## config.mk

```make
export PLATFORM = sky130hd
export DESIGN_NAME = sss_top
export DESIGN_NICKNAME = d
export VERILOG_FILES = /design/src/design/sss_pkg.sv /design/src/design/sss_top.sv
export VERILOG_INCLUDE_DIRS = /design/src /design/src/design
export SDC_FILE = /design/constraint.sdc
export NUM_CORES = 1
export LEC_CHECK = 0
export BUFFER_PORTS_ARGS = -buffer_cell sky130_fd_sc_hd__buf_2
export CAP_MARGIN = 20
export CORE_UTILIZATION = 45
export CTS_CLUSTER_SIZE = 28
export DETAILED_ROUTE_END_ITERATION = 8
export PLACE_DENSITY = 0.72
export REMOVE_ABC_BUFFERS = 1
export SLEW_MARGIN = 10
export SYNTH_ARGS = -nofsm -noshare
export SYNTH_HDL_FRONTEND = slang
export SYNTH_SLANG_ARGS = --single-unit
```

## constraint.sdc

```tcl
create_clock -name pclk -period 1.4 [get_ports pclk]
set_input_delay 0.07 -clock pclk [delete_from_list [all_inputs] [get_ports pclk]]
set_output_delay 0.07 -clock pclk [all_outputs]
set_load 0.1 [all_outputs]
```

## src/design/sss_map.svh

```systemverilog
`ifndef SSS_MAP_SVH
`define SSS_MAP_SVH
`define SSS_SS_CYCLES 1024
`define SSS_SS_STEPS 64
`define SSS_SS_STEP_CYC 16
`define SSS_A_CTRL 12'h000
`define SSS_A_STATUS 12'h004
`define SSS_A_IRQ_ST 12'h008
`define SSS_A_IRQ_MASK 12'h00c
`define SSS_CTRL_RST 32'h00000000
`define SSS_CTRL_TRACK 0
`define SSS_CTRL_RUN 1
`define SSS_IRQ_W 4
`endif

```

## src/design/sss_pkg.sv

```systemverilog
package sss_pkg;
    typedef enum logic [2:0] {
        SSS_OFF = 3'b000,
        SSS_SOFT = 3'b001,
        SSS_LIN1 = 3'b010,
        SSS_LIN2 = 3'b011,
        SSS_RUN = 3'b100,
        SSS_HOT = 3'b101
    } sss_state_t;
    typedef struct packed {
        logic main_ok;
        logic lin1_ok;
        logic lin2_ok;
        logic lin3_ok;
        logic lin4_ok;
    } sss_hi_t;
    typedef struct packed {
        logic main_en;
        logic lin1_en;
        logic lin2_en;
        logic lin3_en;
        logic lin4_en;
    } sss_en_t;
endpackage

```

## src/design/sss_top.sv

```systemverilog
`timescale 1ns/1ps
`include "sss_map.svh"
module sss_top #(
    parameter int SS_CYCLES = `SSS_SS_CYCLES,
    parameter int SS_STEPS = `SSS_SS_STEPS
) (
    input wire logic pclk,
    input wire logic presetn,
    input wire logic psel,
    input wire logic penable,
    input wire logic pwrite,
    input wire logic [11:0] paddr,
    input wire logic [31:0] pwdata,
    output logic [31:0] prdata,
    output logic pready,
    output logic pslverr,
    output logic irq,
    input wire logic rail_above_lockout,
    input wire logic ref_above_92,
    input wire logic bias_up,
    input wire logic thermal_hot,
    input wire logic thermal_cooled,
    input wire logic rail_short,
    input wire sss_pkg::sss_hi_t above_92,
    input wire sss_pkg::sss_hi_t above_90,
    input wire logic main_feedback_grounded,
    input wire logic limit_select_at_rail,
    input wire logic pwm_high,
    output logic high_side_gate_drive,
    output logic low_side_gate_drive,
    output logic switching_en,
    output sss_pkg::sss_en_t out_en,
    output logic [5:0] ss_level,
    output logic ss_done,
    output logic use_preset_sense,
    output logic default_limit,
    output logic power_good_out_o,
    output logic power_good_out_oe
);
    localparam int STEP_CYC = SS_CYCLES / SS_STEPS;
    localparam int SW = $clog2(SS_CYCLES + 1);

    // three-stage sync; a change counts when stages two and three agree
    logic [12:0] raw, s1, s2, s3, q_r;
    assign raw = {rail_above_lockout, ref_above_92, bias_up, thermal_hot,
        thermal_cooled, rail_short, main_feedback_grounded,
        limit_select_at_rail, pwm_high, 4'h0};
    sss_pkg::sss_hi_t h92_s1, h92_s2, h92_s3, h92;
    sss_pkg::sss_hi_t h90_s1, h90_s2, h90_s3, h90;
    always_ff @(posedge pclk or negedge presetn) begin
        if (!presetn) begin
            s1 <= 13'h0;
            s2 <= 13'h0;
            s3 <= 13'h0;
            q_r <= 13'h0;
        end else begin
            s1 <= raw;
            s2 <= s1;
            s3 <= s2;
            q_r <= (s2 & s3) | (q_r & (s2 | s3));
        end
    end
    always_ff @(posedge pclk or negedge presetn) begin
        if (!presetn) begin
            h92_s1 <= '0;
            h92_s2 <= '0;
            h92_s3 <= '0;
            h92 <= '0;
            h90_s1 <= '0;
            h90_s2 <= '0;
            h90_s3 <= '0;
            h90 <= '0;
        end else begin
            h92_s1 <= above_92;
            h92_s2 <= h92_s1;
            h92_s3 <= h92_s2;
            h92 <= (h92_s2 & h92_s3) | (h92 & (h92_s2 | h92_s3));
            h90_s1 <= above_90;
            h90_s2 <= h90_s1;
            h90_s3 <= h90_s2;
            h90 <= (h90_s2 & h90_s3) | (h90 & (h90_s2 | h90_s3));
        end
    end
    logic rail_ok, ref_ok, bias_ok, hot, cooled, rshort, pwm_q;
    assign rail_ok = q_r[12];
    assign ref_ok = q_r[11];
    assign bias_ok = q_r[10];
    assign hot = q_r[9];
    assign cooled = q_r[8];
    assign rshort = q_r[7];
    assign pwm_q = q_r[4];

    // registers
    logic [1:0] ctrl_r;
    logic [`SSS_IRQ_W-1:0] ist_r, imask_r, ev;
    logic track;
    assign track = ctrl_r[`SSS_CTRL_TRACK];
    logic wr, rd;
    assign wr = psel && penable && pwrite;
    assign rd = psel && penable && !pwrite;
    assign pready = 1'b1;
    function automatic logic mapped(input logic [11:0] a);
        mapped = (a == `SSS_A_CTRL) || (a == `SSS_A_STATUS) ||
            (a == `SSS_A_IRQ_ST) || (a == `SSS_A_IRQ_MASK);
    endfunction
    assign pslverr = psel && penable && !mapped(paddr);

    // thermal latch: trips hot, waits for 15-degree cool indication
    logic therm_r;
    always_ff @(posedge pclk or negedge presetn) begin
        if (!presetn) begin
            therm_r <= 1'b0;
        end else if (rshort) begin
            therm_r <= 1'b0;
        end else if (hot) begin
            therm_r <= 1'b1;
        end else if (cooled) begin
            therm_r <= 1'b0;
        end
    end

    logic enable;
    assign enable = rail_ok && ref_ok && bias_ok && !therm_r;
    logic done_r;
    assign ss_done = done_r;

    sss_pkg::sss_state_t st_r, st_nxt;
    always_comb begin
        st_nxt = st_r;
        case (st_r)
            sss_pkg::SSS_OFF: begin
                if (enable) st_nxt = sss_pkg::SSS_SOFT;
            end
            sss_pkg::SSS_SOFT: begin
                if (track) st_nxt = sss_pkg::SSS_RUN;
                else if (done_r && h92.main_ok) st_nxt = sss_pkg::SSS_LIN1;
            end
            sss_pkg::SSS_LIN1: begin
                if (h92.lin1_ok) st_nxt = sss_pkg::SSS_LIN2;
            end
            sss_pkg::SSS_LIN2: st_nxt = sss_pkg::SSS_RUN;
            sss_pkg::SSS_RUN: st_nxt = sss_pkg::SSS_RUN;
            sss_pkg::SSS_HOT: begin
                if (!therm_r) st_nxt = sss_pkg::SSS_OFF;
            end
            default: st_nxt = sss_pkg::SSS_OFF;
        endcase
        if (!rail_ok) st_nxt = sss_pkg::SSS_OFF;
        else if (therm_r) st_nxt = sss_pkg::SSS_HOT;
    end
    always_ff @(posedge pclk or negedge presetn) begin
        if (!presetn) st_r <= sss_pkg::SSS_OFF;
        else st_r <= st_nxt;
    end

    // soft-start counter; cleared on lockout or thermal event
    logic [SW-1:0] ss_cnt_r;
    logic ss_active;
    assign ss_active = (st_r != sss_pkg::SSS_OFF) &&
        (st_r != sss_pkg::SSS_HOT);
    always_ff @(posedge pclk or negedge presetn) begin
        if (!presetn) begin
            ss_cnt_r <= '0;
            done_r <= 1'b0;
        end else if (!ss_active) begin
            ss_cnt_r <= '0;
            done_r <= 1'b0;
        end else if (ss_cnt_r < SW'(SS_CYCLES)) begin
            ss_cnt_r <= ss_cnt_r + 1'b1;
            if (ss_cnt_r == SW'(SS_CYCLES - 1)) done_r <= 1'b1;
        end
    end
    // one dac step each STEP_CYC cycles
    always_ff @(posedge pclk or negedge presetn) begin
        if (!presetn) ss_level <= 6'h00;
        else if (!ss_active) ss_level <= 6'h00;
        else if (ss_cnt_r < SW'(SS_CYCLES))
            ss_level <= 6'(ss_cnt_r / SW'(STEP_CYC));
    end

    // outputs enabled by state
    always_ff @(posedge pclk or negedge presetn) begin
        if (!presetn) begin
            out_en <= '0;
            switching_en <= 1'b0;
        end else begin
            switching_en <= ss_active;
            out_en.main_en <= ss_active;
            out_en.lin1_en <= ss_active && (track ||
                st_r == sss_pkg::SSS_LIN1 || st_r == sss_pkg::SSS_LIN2 ||
                st_r == sss_pkg::SSS_RUN);
            out_en.lin2_en <= ss_active && (track ||
                st_r == sss_pkg::SSS_LIN2 ||
                st_r == sss_pkg::SSS_RUN);
            out_en.lin3_en <= ss_active && track;
            out_en.lin4_en <= ss_active && track;
        end
    end

    // gate drives complement each other; both low when stopped
    always_ff @(posedge pclk or negedge presetn) begin
        if (!presetn) begin
            high_side_gate_drive <= 1'b0;
            low_side_gate_drive <= 1'b0;
        end else if (!switching_en || !rail_ok || therm_r) begin
            high_side_gate_drive <= 1'b0;
            low_side_gate_drive <= 1'b0;
        end else begin
            high_side_gate_drive <= pwm_q;
            low_side_gate_drive <= !pwm_q;
        end
    end

    // power-good hysteresis: 92% sets, 90% clears
    logic all92, any_below90, pg_r;
    assign all92 = track ? (&h92) :
        (h92.main_ok && h92.lin1_ok && h92.lin2_ok);
    assign any_below90 = track ? !(&h90) :
        !(h90.main_ok && h90.lin1_ok && h90.lin2_ok);
    always_ff @(posedge pclk or negedge presetn) begin
        if (!presetn) pg_r <= 1'b0;
        else if (!ss_active || any_below90) pg_r <= 1'b0;
        else if (all92 && done_r && st_r == sss_pkg::SSS_RUN)
            pg_r <= 1'b1;
    end
    assign power_good_out_o = 1'b0;
    assign power_good_out_oe = !pg_r;

    always_ff @(posedge pclk or negedge presetn) begin
        if (!presetn) begin
            use_preset_sense <= 1'b0;
            default_limit <= 1'b0;
        end else begin
            use_preset_sense <= q_r[6];
            default_limit <= q_r[5];
        end
    end

    // interrupts: done, power-good up, power-good lost, thermal trip
    logic pg_d, therm_d, done_d;
    always_ff @(posedge pclk or negedge presetn) begin
        if (!presetn) begin
            pg_d <= 1'b0;
            therm_d <= 1'b0;
            done_d <= 1'b0;
        end else begin
            pg_d <= pg_r;
            therm_d <= therm_r;
            done_d <= done_r;
        end
    end
    assign ev = {therm_r & !therm_d, pg_d & !pg_r, pg_r & !pg_d,
        done_r & !done_d};
    // set beats a same-cycle write-one clear
    always_ff @(posedge pclk or negedge presetn) begin
        if (!presetn) begin
            ist_r <= '0;
        end else if (wr && paddr == `SSS_A_IRQ_ST) begin
            ist_r <= (ist_r & ~pwdata[`SSS_IRQ_W-1:0]) | ev;
        end else begin
            ist_r <= ist_r | ev;
        end
    end
    always_ff @(posedge pclk or negedge presetn) begin
        if (!presetn) begin
            imask_r <= '0;
            ctrl_r <= 2'(`SSS_CTRL_RST);
        end else if (wr && paddr == `SSS_A_IRQ_MASK) begin
            imask_r <= pwdata[`SSS_IRQ_W-1:0];
        end else if (wr && paddr == `SSS_A_CTRL) begin
            ctrl_r <= pwdata[1:0];
        end
    end
    assign irq = |(ist_r & imask_r);

    always_ff @(posedge pclk or negedge presetn) begin
        if (!presetn) begin
            prdata <= 32'h0;
        end else if (psel && !penable && !pwrite) begin
            case (paddr)
                `SSS_A_CTRL: prdata <= {30'h0, ctrl_r};
                `SSS_A_STATUS: prdata <= {19'h0, st_r, ss_level, pg_r,
                    done_r, therm_r, enable};
                `SSS_A_IRQ_ST: prdata <= {28'h0, ist_r};
                `SSS_A_IRQ_MASK: prdata <= {28'h0, imask_r};
                default: prdata <= 32'h0;
            endcase
        end
    end

    property p_lockout_gates;
        @(posedge pclk) disable iff (!presetn)
        !rail_ok |=> !high_side_gate_drive && !low_side_gate_drive;
    endproperty
    a_lockout_gates: assert property (p_lockout_gates)
        else $error("gates not low in lockout");
    property p_enable;
        @(posedge pclk) disable iff (!presetn)
        $rose(st_r == sss_pkg::SSS_SOFT) |->
            $past(rail_ok && ref_ok && bias_ok && !therm_r);
    endproperty
    a_enable: assert property (p_enable)
        else $error("start without all enable conditions");
    property p_start;
        @(posedge pclk) disable iff (!presetn)
        st_r == sss_pkg::SSS_SOFT && rail_ok && !therm_r |=> switching_en;
    endproperty
    a_start: assert property (p_start)
        else $error("switching not started");
    property p_ss_len;
        @(posedge pclk) disable iff (!presetn)
        $rose(done_r) |-> ss_cnt_r == SW'(SS_CYCLES);
    endproperty
    a_ss_len: assert property (p_ss_len)
        else $error("soft-start length wrong");
    property p_lin1;
        @(posedge pclk) disable iff (!presetn)
        $rose(out_en.lin1_en) && !track |-> $past(done_r && h92.main_ok);
    endproperty
    a_lin1: assert property (p_lin1)
        else $error("linear one enabled early");
    property p_lin2;
        @(posedge pclk) disable iff (!presetn)
        $rose(out_en.lin2_en) && !track |-> out_en.lin1_en;
    endproperty
    a_lin2: assert property (p_lin2)
        else $error("linear two before linear one");
    property p_pg_low;
        @(posedge pclk) disable iff (!presetn)
        pg_r && any_below90 |=> !pg_r && power_good_out_oe;
    endproperty
    a_pg_low: assert property (p_pg_low)
        else $error("power-good not pulled low");
    property p_pg_rise;
        @(posedge pclk) disable iff (!presetn)
        $rose(pg_r) |-> $past(all92 && done_r);
    endproperty
    a_pg_rise: assert property (p_pg_rise)
        else $error("power-good released early");
    property p_therm;
        @(posedge pclk) disable iff (!presetn)
        therm_r |-> ##2 (!out_en.main_en && ss_cnt_r == '0);
    endproperty
    a_therm: assert property (p_therm)
        else $error("thermal event did not shut down");
    c_done: cover property (@(posedge pclk) disable iff (!presetn)
        $rose(done_r));
    c_pg: cover property (@(posedge pclk) disable iff (!presetn)
        $rose(pg_r));
    c_hot: cover property (@(posedge pclk) disable iff (!presetn)
        $rose(therm_r));
endmodule

```

==> results of run 1 <==
## flip-flops by register name, summed over array words and instances (netlist names), 2 cells and up
register  count
h90_s2        5
s3            9
h92_s2        5
s2            9
h90_s3        5
ss_level      6
h92           5
out_en        4
h90           5
ist_r         4
prdata       13
h92_s1        5
q_r           9
ss_cnt_r     11
imask_r       4
ctrl_r        2
h92_s3        5
st_r          3
h90_s1        5
s1            9
## placed cells by master, fill, tap and decap left out, drive strengths merged, types with 4 or more instances in the layout
master       count
nor2            24
inv             15
dlygate4sd3     24
a22oi            4
mux2             6
a21oi            8
buf             88
o21ai            7
a22o            12
conb            21
nand3            5
clkbuf          24
mux2i            8
maj3            19
xor2             4
xnor2            5
nor2b           11
nand2           19
or4              4
dfrtp          133
## layer usage
layer  up-vias  track usage, %  part of all wire [%]
met5         -               0                     0
met1      1464            20.9                    45
met3        12            5.12                   4.6
li1       1405               -                     -
met4         0            6.24                   1.4
met2        92            26.5                    49
## repair_timing
action	in CTS	in global routing
endpoints found under the setup margin	22	27
pin swaps	7	8
resized for setup	25	19
hold buffers	24	0
endpoints found under the hold margin	162	0
buffers inserted	5	1
cloned	0	1
## worst max-delay path, stage by stage
cell and delay (ns):
buf_6 0.09, or4_4 0.54, or4_4 0.51, buf_6 0.13, and3_4 0.14, buf_12 0.16
## how the worst max path moves through the flow
| stage | from | end | slack (ns) | cells after the start |
|---|---|---|---|---|
| global placement | paddr[5] | ctrl_r[0]$_DFFE_PN0P_ | -0.73 | 5 |
| global route | paddr[5] | pslverr | -0.34 | 6 |
| floorplan | paddr[5] | ctrl_r[0]$_DFFE_PN0P_ | -0.63 | 4 |
| detailed placement | paddr[5] | ctrl_r[0]$_DFFE_PN0P_ | -0.76 | 5 |
| finish | paddr[5] | pslverr | -0.32 | 6 |
| CTS | paddr[10] | pslverr | -0.35 | 6 |
## stage by stage
stage,worst slack (ns),TNS (ns),hold WS (ns),instance area [um^2],util (%)
global route,-0.342,-3.18,0.0582,6350,61.5
detailed placement,-0.764,-12.33,0.0431,5350,51.8
CTS,-0.346,-1.88,0.00348,6280,60.8
floorplan,-0.628,-21.11,-0.226,4640,-
finish,-0.319,-2.76,0.0236,6350,61.5
global placement,-0.734,-11.70,0.0346,5350,51.8
## power by group through the flow
stage / logic, W / clock network [W] / registers (W)
floorplan: 0.000448 / 0 / 0.00444
global placement: 0.000997 / 0 / 0.00421
detailed placement: 0.00102 / 0 / 0.00422
CTS: 0.00109 / 0.00431 / 0.00415
global route: 0.00116 / 0.00447 / 0.00417
finish: 0.00108 / 0.00421 / 0.00415
## cell families after synthesis
family / count (synthesis) / synth area share, %
buffers and inverters: 40 / 4.95
other: 2 / 0.157
adders and majority gates: 20 / 4.25
xor gates and xnor gates: 9 / 1.65
and+or+nand+nor: 86 / 9.78
muxes: 14 / 3.25
DFF: 133 / 69.7
AOI/OAI and AO/OA: 42 / 6.26
## layout make-up
| class | instances | area, um^2 | share of cell area (%) |
|---|---|---|---|
| tap | 136 | 170 | 2.68 |
| inverter | 8 | 30.0 | 0.473 |
| sequential | 133 | 3330 | 52.4 |
| clock inverter | 13 | 140 | 2.21 |
| clock buffer | 19 | 432 | 6.80 |
| timing repair buffer | 117 | 928 | 14.6 |
| multi-input combinational | 192 | 1320 | 20.8 |
==> run_results.csv, run 1 <==
group,metric,value,unit
run_status,status,"complete, but fails checks",
sta,fin_crit,1.72,ns
global_routing,grt_max_degree,50,
logic_synthesis,synth_common_cells,"dfrtp_1, nor2_1, buf_4",
floorplanning,die_x,105,um
placed_design,routabilityCongestion,0.788,
floorplanning,die_y,105,um
pwr,powerDensity,1490,nW/um^2
clock_tree,cts_tree,"built",
sta,min_period_over_period,123,%
pwr,p_leak,2.96,nW
clock_tree,cts_sinks,133,
pwr,p_sw_share,27.9,%
global_routing,grt_overflow,0,
logic_synthesis,netlist_area,4770,um^2
sta,max_clock_freq,582,MHz
final_layout,final_nets,538,
pwr,p_sw,0.00263,W
floorplanning,pin_count,122,
sta,rsz0062_at_grt,"true",
clock_tree,numCtsBuffers,17,
critical_path,reg2reg_from,"st_r[0]$_DFFE_PN0P_",
final_layout,diodes,0,
placed_design,numPortBuffers,72,
pwr,pwr-share-seq,44.0,%
placed_design,place_hpwl,5420,um
detailed_routing,drc,0,
logic_synthesis,yosysTopAreaCellShare,69.7,%
final_layout,nFillCells,793,
logic_synthesis,synth_cell_type_count,47,
run_status,violations,"negative setup slack",
floorplanning,core_area,10300,um^2
critical_path,critPathCaptureType,"primary output",
logic_synthesis,ys_warn_count,0,
pwr,pwr-share-comb,11.5,%
logic_synthesis,async_flop_share,100,%
worst_hold_path,hp-start,"paddr[3]",
logic_synthesis,ys_top_cells_by_area,"dfrtp_1, maj3_1, buf_4, a22o_1, nor2_1",
clock_tree,clock_path_buffers,2,
detailed_routing,dr.pass1.iters,4,
final_layout,area_growth,33.0,%
sta,finalClockSkew,0.00890,ns
clock_tree,cts-root-buf,"clkbuf_8",
sta,drv_slew,0,
floorplanning,rows,37,
global_routing,grt_pass1_wl,14000,um
pwr,clkPwrFrac,44.6,%
logic_synthesis,synthFlopType,"dfrtp_1",
detailed_routing,drtIter0Drc,74,
final_layout,drive_above_1_share,30.1,%
floorplanning,die-area,11000,um^2
flow_run,maxCapViolations,0,
detailed_routing,via_count,2973,
sta,setup_ws,-0.319,ns
critical_path,r2r_cells,4,
critical_path,r2r_setup_slack,0.04,ns
critical_path,cp.arrival,1.65,ns
detailed_routing,final_antenna_net_count,0,
worst_hold_path,worst_hold_path_type,"input port to flip-flop",
placed_design,post-place-cells,555,
logic_synthesis,synth-edff-count,0,
pwr,peakVddDrop,0.905,mV
global_routing,track_usage,16.4,%
clock_tree,clk_latency,0.51,ns
logic_synthesis,avgSynthCellArea,13.8,um^2
critical_path,cp.required,1.33,ns
critical_path,reg2reg_to,"pg_r$_DFFE_PN0P_",
critical_path,crit_type,"input port to primary output",
sta,finalSetupViolations,19,
sta,hold_violations,0,
logic_synthesis,yosys.cell_count.top_type,"dfrtp_1",
logic_synthesis,ys_ff_latch,133,
pwr,finalPower,0.00944,W
global_routing,grt_pass1_vias,3018,
final_layout,layoutNonFillerInstCount,618,
floorplanning,start_util,46.2,%
logic_synthesis,synth_area_leader_cell,"dfrtp_1",
logic_synthesis,yosysSeqAreaShare,69.7,%
clock_tree,clk_pin_slew,0.06,ns
pwr,p_int,0.00680,W
critical_path,critical_path.max_fanout,2,
worst_hold_path,min_path_cells,3,
worst_hold_path,hold-path-endpoint,"prdata[1]$_DFFE_PN0P_",
critical_path,start_kind,"input port",
global_routing,antenna_found_initial,0,
logic_synthesis,synth_cells,346,
detailed_routing,drt-wirelength-per-cell,13.5,um
clock_tree,h-tree-depth,4,
detailed_routing,via_per_inst,4.81,
detailed_routing,wirelength,8350,um
Note: power is estimated with default switching activity, not from simulation.
==> run 2: changes to the inputs <==
--- a/config.mk
+++ b/config.mk
@@ -6,8 +6,11 @@
 export SDC_FILE = /design/constraint.sdc
 export NUM_CORES = 1
 export LEC_CHECK = 0
+export ABC_AREA = 1
 export BUFFER_PORTS_ARGS = -buffer_cell sky130_fd_sc_hd__buf_2
 export CAP_MARGIN = 20
+export CORE_ASPECT_RATIO = 2
+export CORE_MARGIN = 2
 export CORE_UTILIZATION = 45
 export CTS_CLUSTER_SIZE = 28
 export DETAILED_ROUTE_END_ITERATION = 8
==> run 2 against run 1 <==
The run now ends clean. Clock skew increased by 0.0042 ns. Synthesized cell count grew 21%. Combinational power is 51% higher. First-iteration DRC count up 140%. Routed wire length up 8.1%. Design area is 0.93% lower. Critical path type is now flip-flop to primary output. Largest cell class unchanged.
==> run_results.csv, run 2 <==
group,metric,value,unit
worst_hold_path,worst_hold_path_type,"input port to flip-flop",
detailed_routing,wirelength,9020,um
logic_synthesis,synthFlopType,"dfrtp_1",
sta,drv_slew,0,
detailed_routing,via_per_inst,4.77,
sta,holdWs,0.0514,ns
logic_synthesis,synth_cells,420,
clock_tree,clock_path_buffers,2,
critical_path,cp.arrival,1.31,ns
logic_synthesis,netlist_area,4860,um^2
logic_synthesis,async_flop_share,100,%
sta,finalClockSkew,0.0131,ns
final_layout,nFillCells,868,
clock_tree,cts_sinks,133,
logic_synthesis,yosysTopAreaCellShare,68.5,%
clock_tree,numCtsBuffers,17,
critical_path,start_kind,"flip-flop",
critical_path,crit_start,"ss_done$_DFFE_PN0P_",
pwr,peakVddDrop,1.19,mV
floorplanning,pin_count,122,
final_layout,largest_reg_flops,13,
clock_tree,cts_tree,"built",
final_layout,multiInputGateArea,1300,um^2
sta,min_period_over_period,98.3,%
global_routing,grt_max_degree,44,
logic_synthesis,ys_top_cells_by_area,"dfrtp_1, nand2_1, maj3_1, buf_4, nand3_1",
pwr,p_leak,3.03,nW
detailed_routing,met3WireLength,434,um
logic_synthesis,synth_area_leader_cell,"dfrtp_1",
clock_tree,cts-root-buf,"clkbuf_16",
global_routing,grt_overflow,0,
logic_synthesis,yosys.cell_count.top_type,"dfrtp_1",
logic_synthesis,avgSynthCellArea,11.6,um^2
sta,fin_crit,1.38,ns
critical_path,critPathBufInv,1,
worst_hold_path,min_path_cells,6,
critical_path,slowest_stage,"dfrtp_1",
placed_design,numPortBuffers,72,
final_layout,largest-register,"prdata",
run_status,status,"finished, final reports clean",
final_layout,diodes,0,
worst_hold_path,hp-start,"paddr[0]",
sta,setup_ws,0.0245,ns
critical_path,cp.required,1.33,ns
critical_path,critPathCaptureType,"primary output",
detailed_routing,drt-wirelength-per-cell,13.1,um
final_layout,drive_above_1_share,25.5,%
logic_synthesis,synth_cell_type_count,35,
floorplanning,start_util,46.1,%
floorplanning,die-area,11700,um^2
placed_design,place_hpwl,6230,um
critical_path,critical_path.max_fanout,6,
final_layout,area_growth,29.5,%
final_layout,final_common_cell,"dfrtp_1",
global_routing,antenna_found_initial,0,
floorplanning,die_y,151,um
flow_run,maxCapViolations,0,
detailed_routing,dr.pass1.iters,4,
sta,finalSetupViolations,0,
clock_tree,h-tree-depth,4,
detailed_routing,drtIter0Drc,175,
clock_tree,clk_pin_slew,0.07,ns
final_layout,final_nets,609,
logic_synthesis,synth_common_cells,"dfrtp_1, nand2_1, nor2_1",
logic_synthesis,synth-edff-count,0,
critical_path,r2r_setup_slack,0.07,ns
global_routing,grt_pass1_vias,3398,
critical_path,max_stage_delay,0.54,ns
critical_path,crit_family,"flip-flops",
floorplanning,rows,53,
detailed_routing,dr.max_layer_used,"met4",
detailed_routing,final_antenna_net_count,0,
critical_path,crit_type,"flip-flop to primary output",
floorplanning,core_area,10500,um^2
placed_design,routabilityCongestion,0.857,
logic_synthesis,yosysSeqAreaShare,68.5,%
critical_path,crit_path_cell_trace,"buf_4",
sta,hold_violations,0,
critical_path,critical_path_cell_count,1,
detailed_routing,met2_length,4840,um
detailed_routing,drc,0,
global_routing,grt_pass1_wl,15300,um
final_layout,top_regs,"prdata (13), ss_cnt_r (11)",
logic_synthesis,ys_ff_latch,133,
final_layout,mostFrequentLayoutCells,"dfrtp_1, buf_2, nand2_1",
critical_path,reg2reg_from,"ss_cnt_r[1]$_DFFE_PN0P_",
placed_design,pre_cts_slack,-0.0103,ns
sta,max_clock_freq,727,MHz
floorplanning,die_x,77.5,um
detailed_routing,wl_met1,3420,um
clock_tree,clk_latency,0.41,ns
pwr,powerDensity,1620,nW/um^2
global_routing,track_usage,17.1,%
detailed_routing,via_count,3290,
critical_path,r2r_cells,7,
logic_synthesis,ys_warn_count,0,
final_layout,regArea,3330,um^2
-- run 2: cell count changes in the layout (fill, tap and decap cells not counted), moves of 11 or more --
cell     change
a22o_1      -12
buf_2       +15
buf_4       -11
inv_1       +25
nand2_1     +46
nand3_1     +24
nor2b_1     -11
o21ai_0     +17
-- run 2: logic make-up (layout without fill, tap and decap cells) --
group / count (synthesis) / in the layout / share of synthesized area [%]
AOI/OAI and AO/OA: 44 / 44 / 5.56
xor gates and xnor gates: 3 / 3 / 0.541
adders and majority gates: 20 / 20 / 4.17
buffers and inverters: 62 / 176 / 6.93
DFF: 133 / 133 / 68.5
other: 2 / 21 / 0.155
and+or+nand+nor: 156 / 156 / 14.1
-- run 2: worst paths after layout --
path                                               to
worst max-delay path                          ss_done
max in group asynchronous           therm_d$_DFF_PN0_
worst min register to register    h90_s2[1]$_DFF_PN0_
min in group asynchronous             s1[6]$_DFF_PN0_
worst max register to register    ss_done$_DFFE_PN0P_
worst min-delay path            prdata[3]$_DFFE_PN0P_
-- run 2: through the flow --
stage               total power (W)  std cells  utilization [%]  TNS, ns  instance area, um^2
floorplan                   0.00543        412                -    -2.62                 4730
global placement            0.00579        633             51.3        0                 5410
detailed placement          0.00584        633             51.3  -0.0103                 5410
CTS                          0.0103        689             59.2        0                 6240
global route                 0.0106        690             59.7   -0.104                 6290
finish                       0.0102        690             59.7        0                 6290
-- run 2: timing repair --
item,in CTS,in global routing
pin swaps,0,2
gates resized for setup,5,15
hold endpoints to repair,156,0
buffers inserted,0,1
setup endpoints to repair,7,17
hold buffers,24,0
-- run 2: area by class of cell --
| class | count | area share (%) |
|---|---|---|
| inverter | 35 | 2.13 |
| clock buffer | 17 | 6.76 |
| timing repair buffer | 109 | 12.3 |
| sequential | 133 | 53.0 |
| tap | 137 | 2.73 |
| multi-input combinational | 244 | 20.6 |
| clock inverter | 15 | 2.51 |
-- run 2: power breakdown --
| part | switching [W] | total (W) | internal (W) |
|---|---|---|---|
| logic | 0.00126 | 0.00163 | 0.000363 |
| registers | 0.000148 | 0.00424 | 0.00409 |
| clock network | 0.00179 | 0.00430 | 0.00252 |
| total | 0.00320 | 0.0102 | 0.00697 |
-- run 2: worst min-delay path: stages --
cell	delay, ns
buf_2	0.08
nor2_2	0.04
nand2_1	0.06
nor2_1	0.07
nand2_1	0.07
nand2_1	0.04
-- run 2: per-layer routing --
layer | track usage, % | vias up
li1 | - | 1579
met1 | 18.0 | 1563
met2 | 29.5 | 123
met3 | 5.30 | 25
met4 | 10.8 | 0
met5 | 0 | -
==> run 3: changes to the inputs <==
--- a/config.mk
+++ b/config.mk
@@ -16,6 +16,7 @@
 export DETAILED_ROUTE_END_ITERATION = 8
 export PLACE_DENSITY = 0.72
 export REMOVE_ABC_BUFFERS = 1
+export SETUP_SLACK_MARGIN = 0.5
 export SLEW_MARGIN = 10
 export SYNTH_ARGS = -nofsm -noshare
 export SYNTH_HDL_FRONTEND = slang
==> run 3 against run 2 <==
The flow now finishes with violations (negative setup slack). Count of clock-buffer cells in the layout stayed put. Routed wire length grew 35%. Non-clock buffer count is 34 higher. Die area did not move. Critical path depth increased by 5. Design area up 19%.
==> run_results.csv, run 3 (synthesis results as in run 2) <==
group,metric,value,unit
sta,fin_crit,1.41,ns
sta,max_clock_freq,707,MHz
global_routing,grt_pass1_wl,17200,um
floorplanning,die-area,11700,um^2
sta,hold_violations,0,
critical_path,cp.required,1.69,ns
detailed_routing,final_antenna_net_count,0,
sta,rsz0062_at_grt,"true",
pwr,finalPower,0.0111,W
detailed_routing,drtIter0Drc,255,
critical_path,critical_path.max_fanout,4,
final_layout,finalInstanceArea,7490,um^2
final_layout,largest-register,"prdata",
critical_path,cp.arrival,1.71,ns
pwr,peakVddDrop,1.09,mV
pwr,p_leak,3.38,nW
pwr,p_int,0.00748,W
pwr,powerDensity,1480,nW/um^2
pwr,pwr-share-seq,39.0,%
floorplanning,pin_count,122,
clock_tree,cts-root-buf,"clkbuf_16",
sta,fin_tns_setup,-0.0149,ns
run_status,status,"complete, but fails checks",
detailed_routing,drt-wirelength-per-cell,16.8,um
floorplanning,rows,53,
clock_tree,cts_tree,"built",
final_layout,drive_above_1_share,42.8,%
final_layout,layoutNonFillerInstCount,724,
detailed_routing,drc,0,
global_routing,antenna_found_initial,0,
clock_tree,clk_latency,0.42,ns
sta,drv_slew,0,
detailed_routing,via_per_inst,5.11,
global_routing,grt_overflow,0,
placed_design,post-place-cells,633,
clock_tree,numCtsBuffers,17,
worst_hold_path,min_path_cells,6,
flow_run,maxCapViolations,0,
floorplanning,core_area,10500,um^2
final_layout,regArea,3340,um^2
final_layout,final_core_util,71.0,%
sta,min_period_over_period,101,%
final_layout,top_regs,"prdata (13), ss_cnt_r (11)",
run_status,violations,"negative setup slack",
global_routing,track_usage,19.4,%
pwr,pwr-share-comb,21.7,%
detailed_routing,dr.pass1.iters,4,
critical_path,r2r_setup_slack,-0.01,ns
global_routing,grt_pass1_vias,3647,
sta,finalSetupViolations,1,
placed_design,numPortBuffers,72,
final_layout,mostFrequentLayoutCells,"dfrtp_1, nand2_1, buf_2",
floorplanning,start_util,46.1,%
final_layout,final_common_cell,"dfrtp_1",
final_layout,diodes,0,
critical_path,critPathCaptureType,"flip-flop",
clock_tree,cts_sinks,133,
final_layout,area_growth,54.2,%
clock_tree,h-tree-depth,4,
pwr,clkPwrFrac,39.3,%
final_layout,nFillCells,650,
worst_hold_path,worst_hold_path_type,"input port to flip-flop",
floorplanning,die_y,151,um
pwr,p_sw_share,32.7,%
sta,setup_ws,-0.0149,ns
clock_tree,clock_path_buffers,2,
final_layout,multiInputGateArea,1700,um^2
floorplanning,die_x,77.5,um
critical_path,crit_type,"flip-flop to flip-flop",
final_layout,final_nets,643,
pwr,p_sw,0.00364,W
placed_design,routabilityCongestion,0.857,
placed_design,place_hpwl,6230,um
critical_path,start_kind,"flip-flop",
final_layout,largest_reg_flops,13,
detailed_routing,via_count,3701,
placed_design,dpl_cell_area,5410,um^2
global_routing,grt_max_degree,44,
detailed_routing,wirelength,12200,um
clock_tree,clk_pin_slew,0.06,ns
critical_path,r2r_cells,6,
sta,finalClockSkew,0.0104,ns
-- run 3: final timing paths --
kind,startpoint,to
max in group asynchronous,presetn,ctrl_r[0]$_DFFE_PN0P_
hold / removal,paddr[0],prdata[0]$_DFFE_PN0P_
setup reg to reg,st_r[2]$_DFFE_PN0P_,st_r[1]$_DFFE_PN0P_
min in group asynchronous,presetn,imask_r[1]$_DFFE_PN0P_
setup / recovery,st_r[2]$_DFFE_PN0P_,st_r[1]$_DFFE_PN0P_
hold reg to reg,h90_s1[3]$_DFF_PN0_,h90_s2[3]$_DFF_PN0_
-- run 3: power by group through the flow --
| stage | combinational (W) | clock [W] | sequential, W |
|---|---|---|---|
| global placement | 0.00151 | 0 | 0.00428 |
| detailed placement | 0.00154 | 0 | 0.00429 |
| finish | 0.00241 | 0.00437 | 0.00434 |
| CTS | 0.00208 | 0.00442 | 0.00428 |
| global route | 0.00250 | 0.00462 | 0.00436 |
| floorplan | 0.000581 | 0 | 0.00484 |
-- run 3: metal layers --
metal / share of wire [%] / global-route usage (%)
met1: 35 / 19.8
met2: 54 / 35.0
met3: 4.7 / 5.36
met4: 6.1 / 11.3
met5: 0 / 0
-- run 3: critical path, stage by stage (launching register included) --
cell and delay (ns):
dfrtp_2 0.47, nor2_4 0.16, nand2_2 0.12, nor2_1 0.19, nand3_1 0.13, nand3_2 0.12, o21ai_1 0.09
-- run 3: cell type report --
cell class              instances  share of cell area, %
multi-input cells             244                   22.6
flip-flops and latches        133                   44.6
clock inverters                15                   2.10
well taps                     137                   2.29
repair buffers                143                   20.8
inverters                      35                   1.90
clock buffers                  17                   5.68
-- run 3: stage by stage --
stage          hold WS [ns]  worst slack [ns]
2_1_floorplan        -0.226            -0.555
3_3_place_gp        0.00827            0.0364
3_5_place_dp         0.0169           -0.0103
4_1_cts              0.0374            0.0469
5_1_grt              0.0763           -0.0507
6_report             0.0401           -0.0149
-- run 3: repair_timing --
action,in CTS,in global routing
hold endpoints to repair,156,0
endpoints found under the setup margin,66,80
pin swaps,29,27
hold buffers,24,0
resized for setup,181,93
buffers inserted,26,9
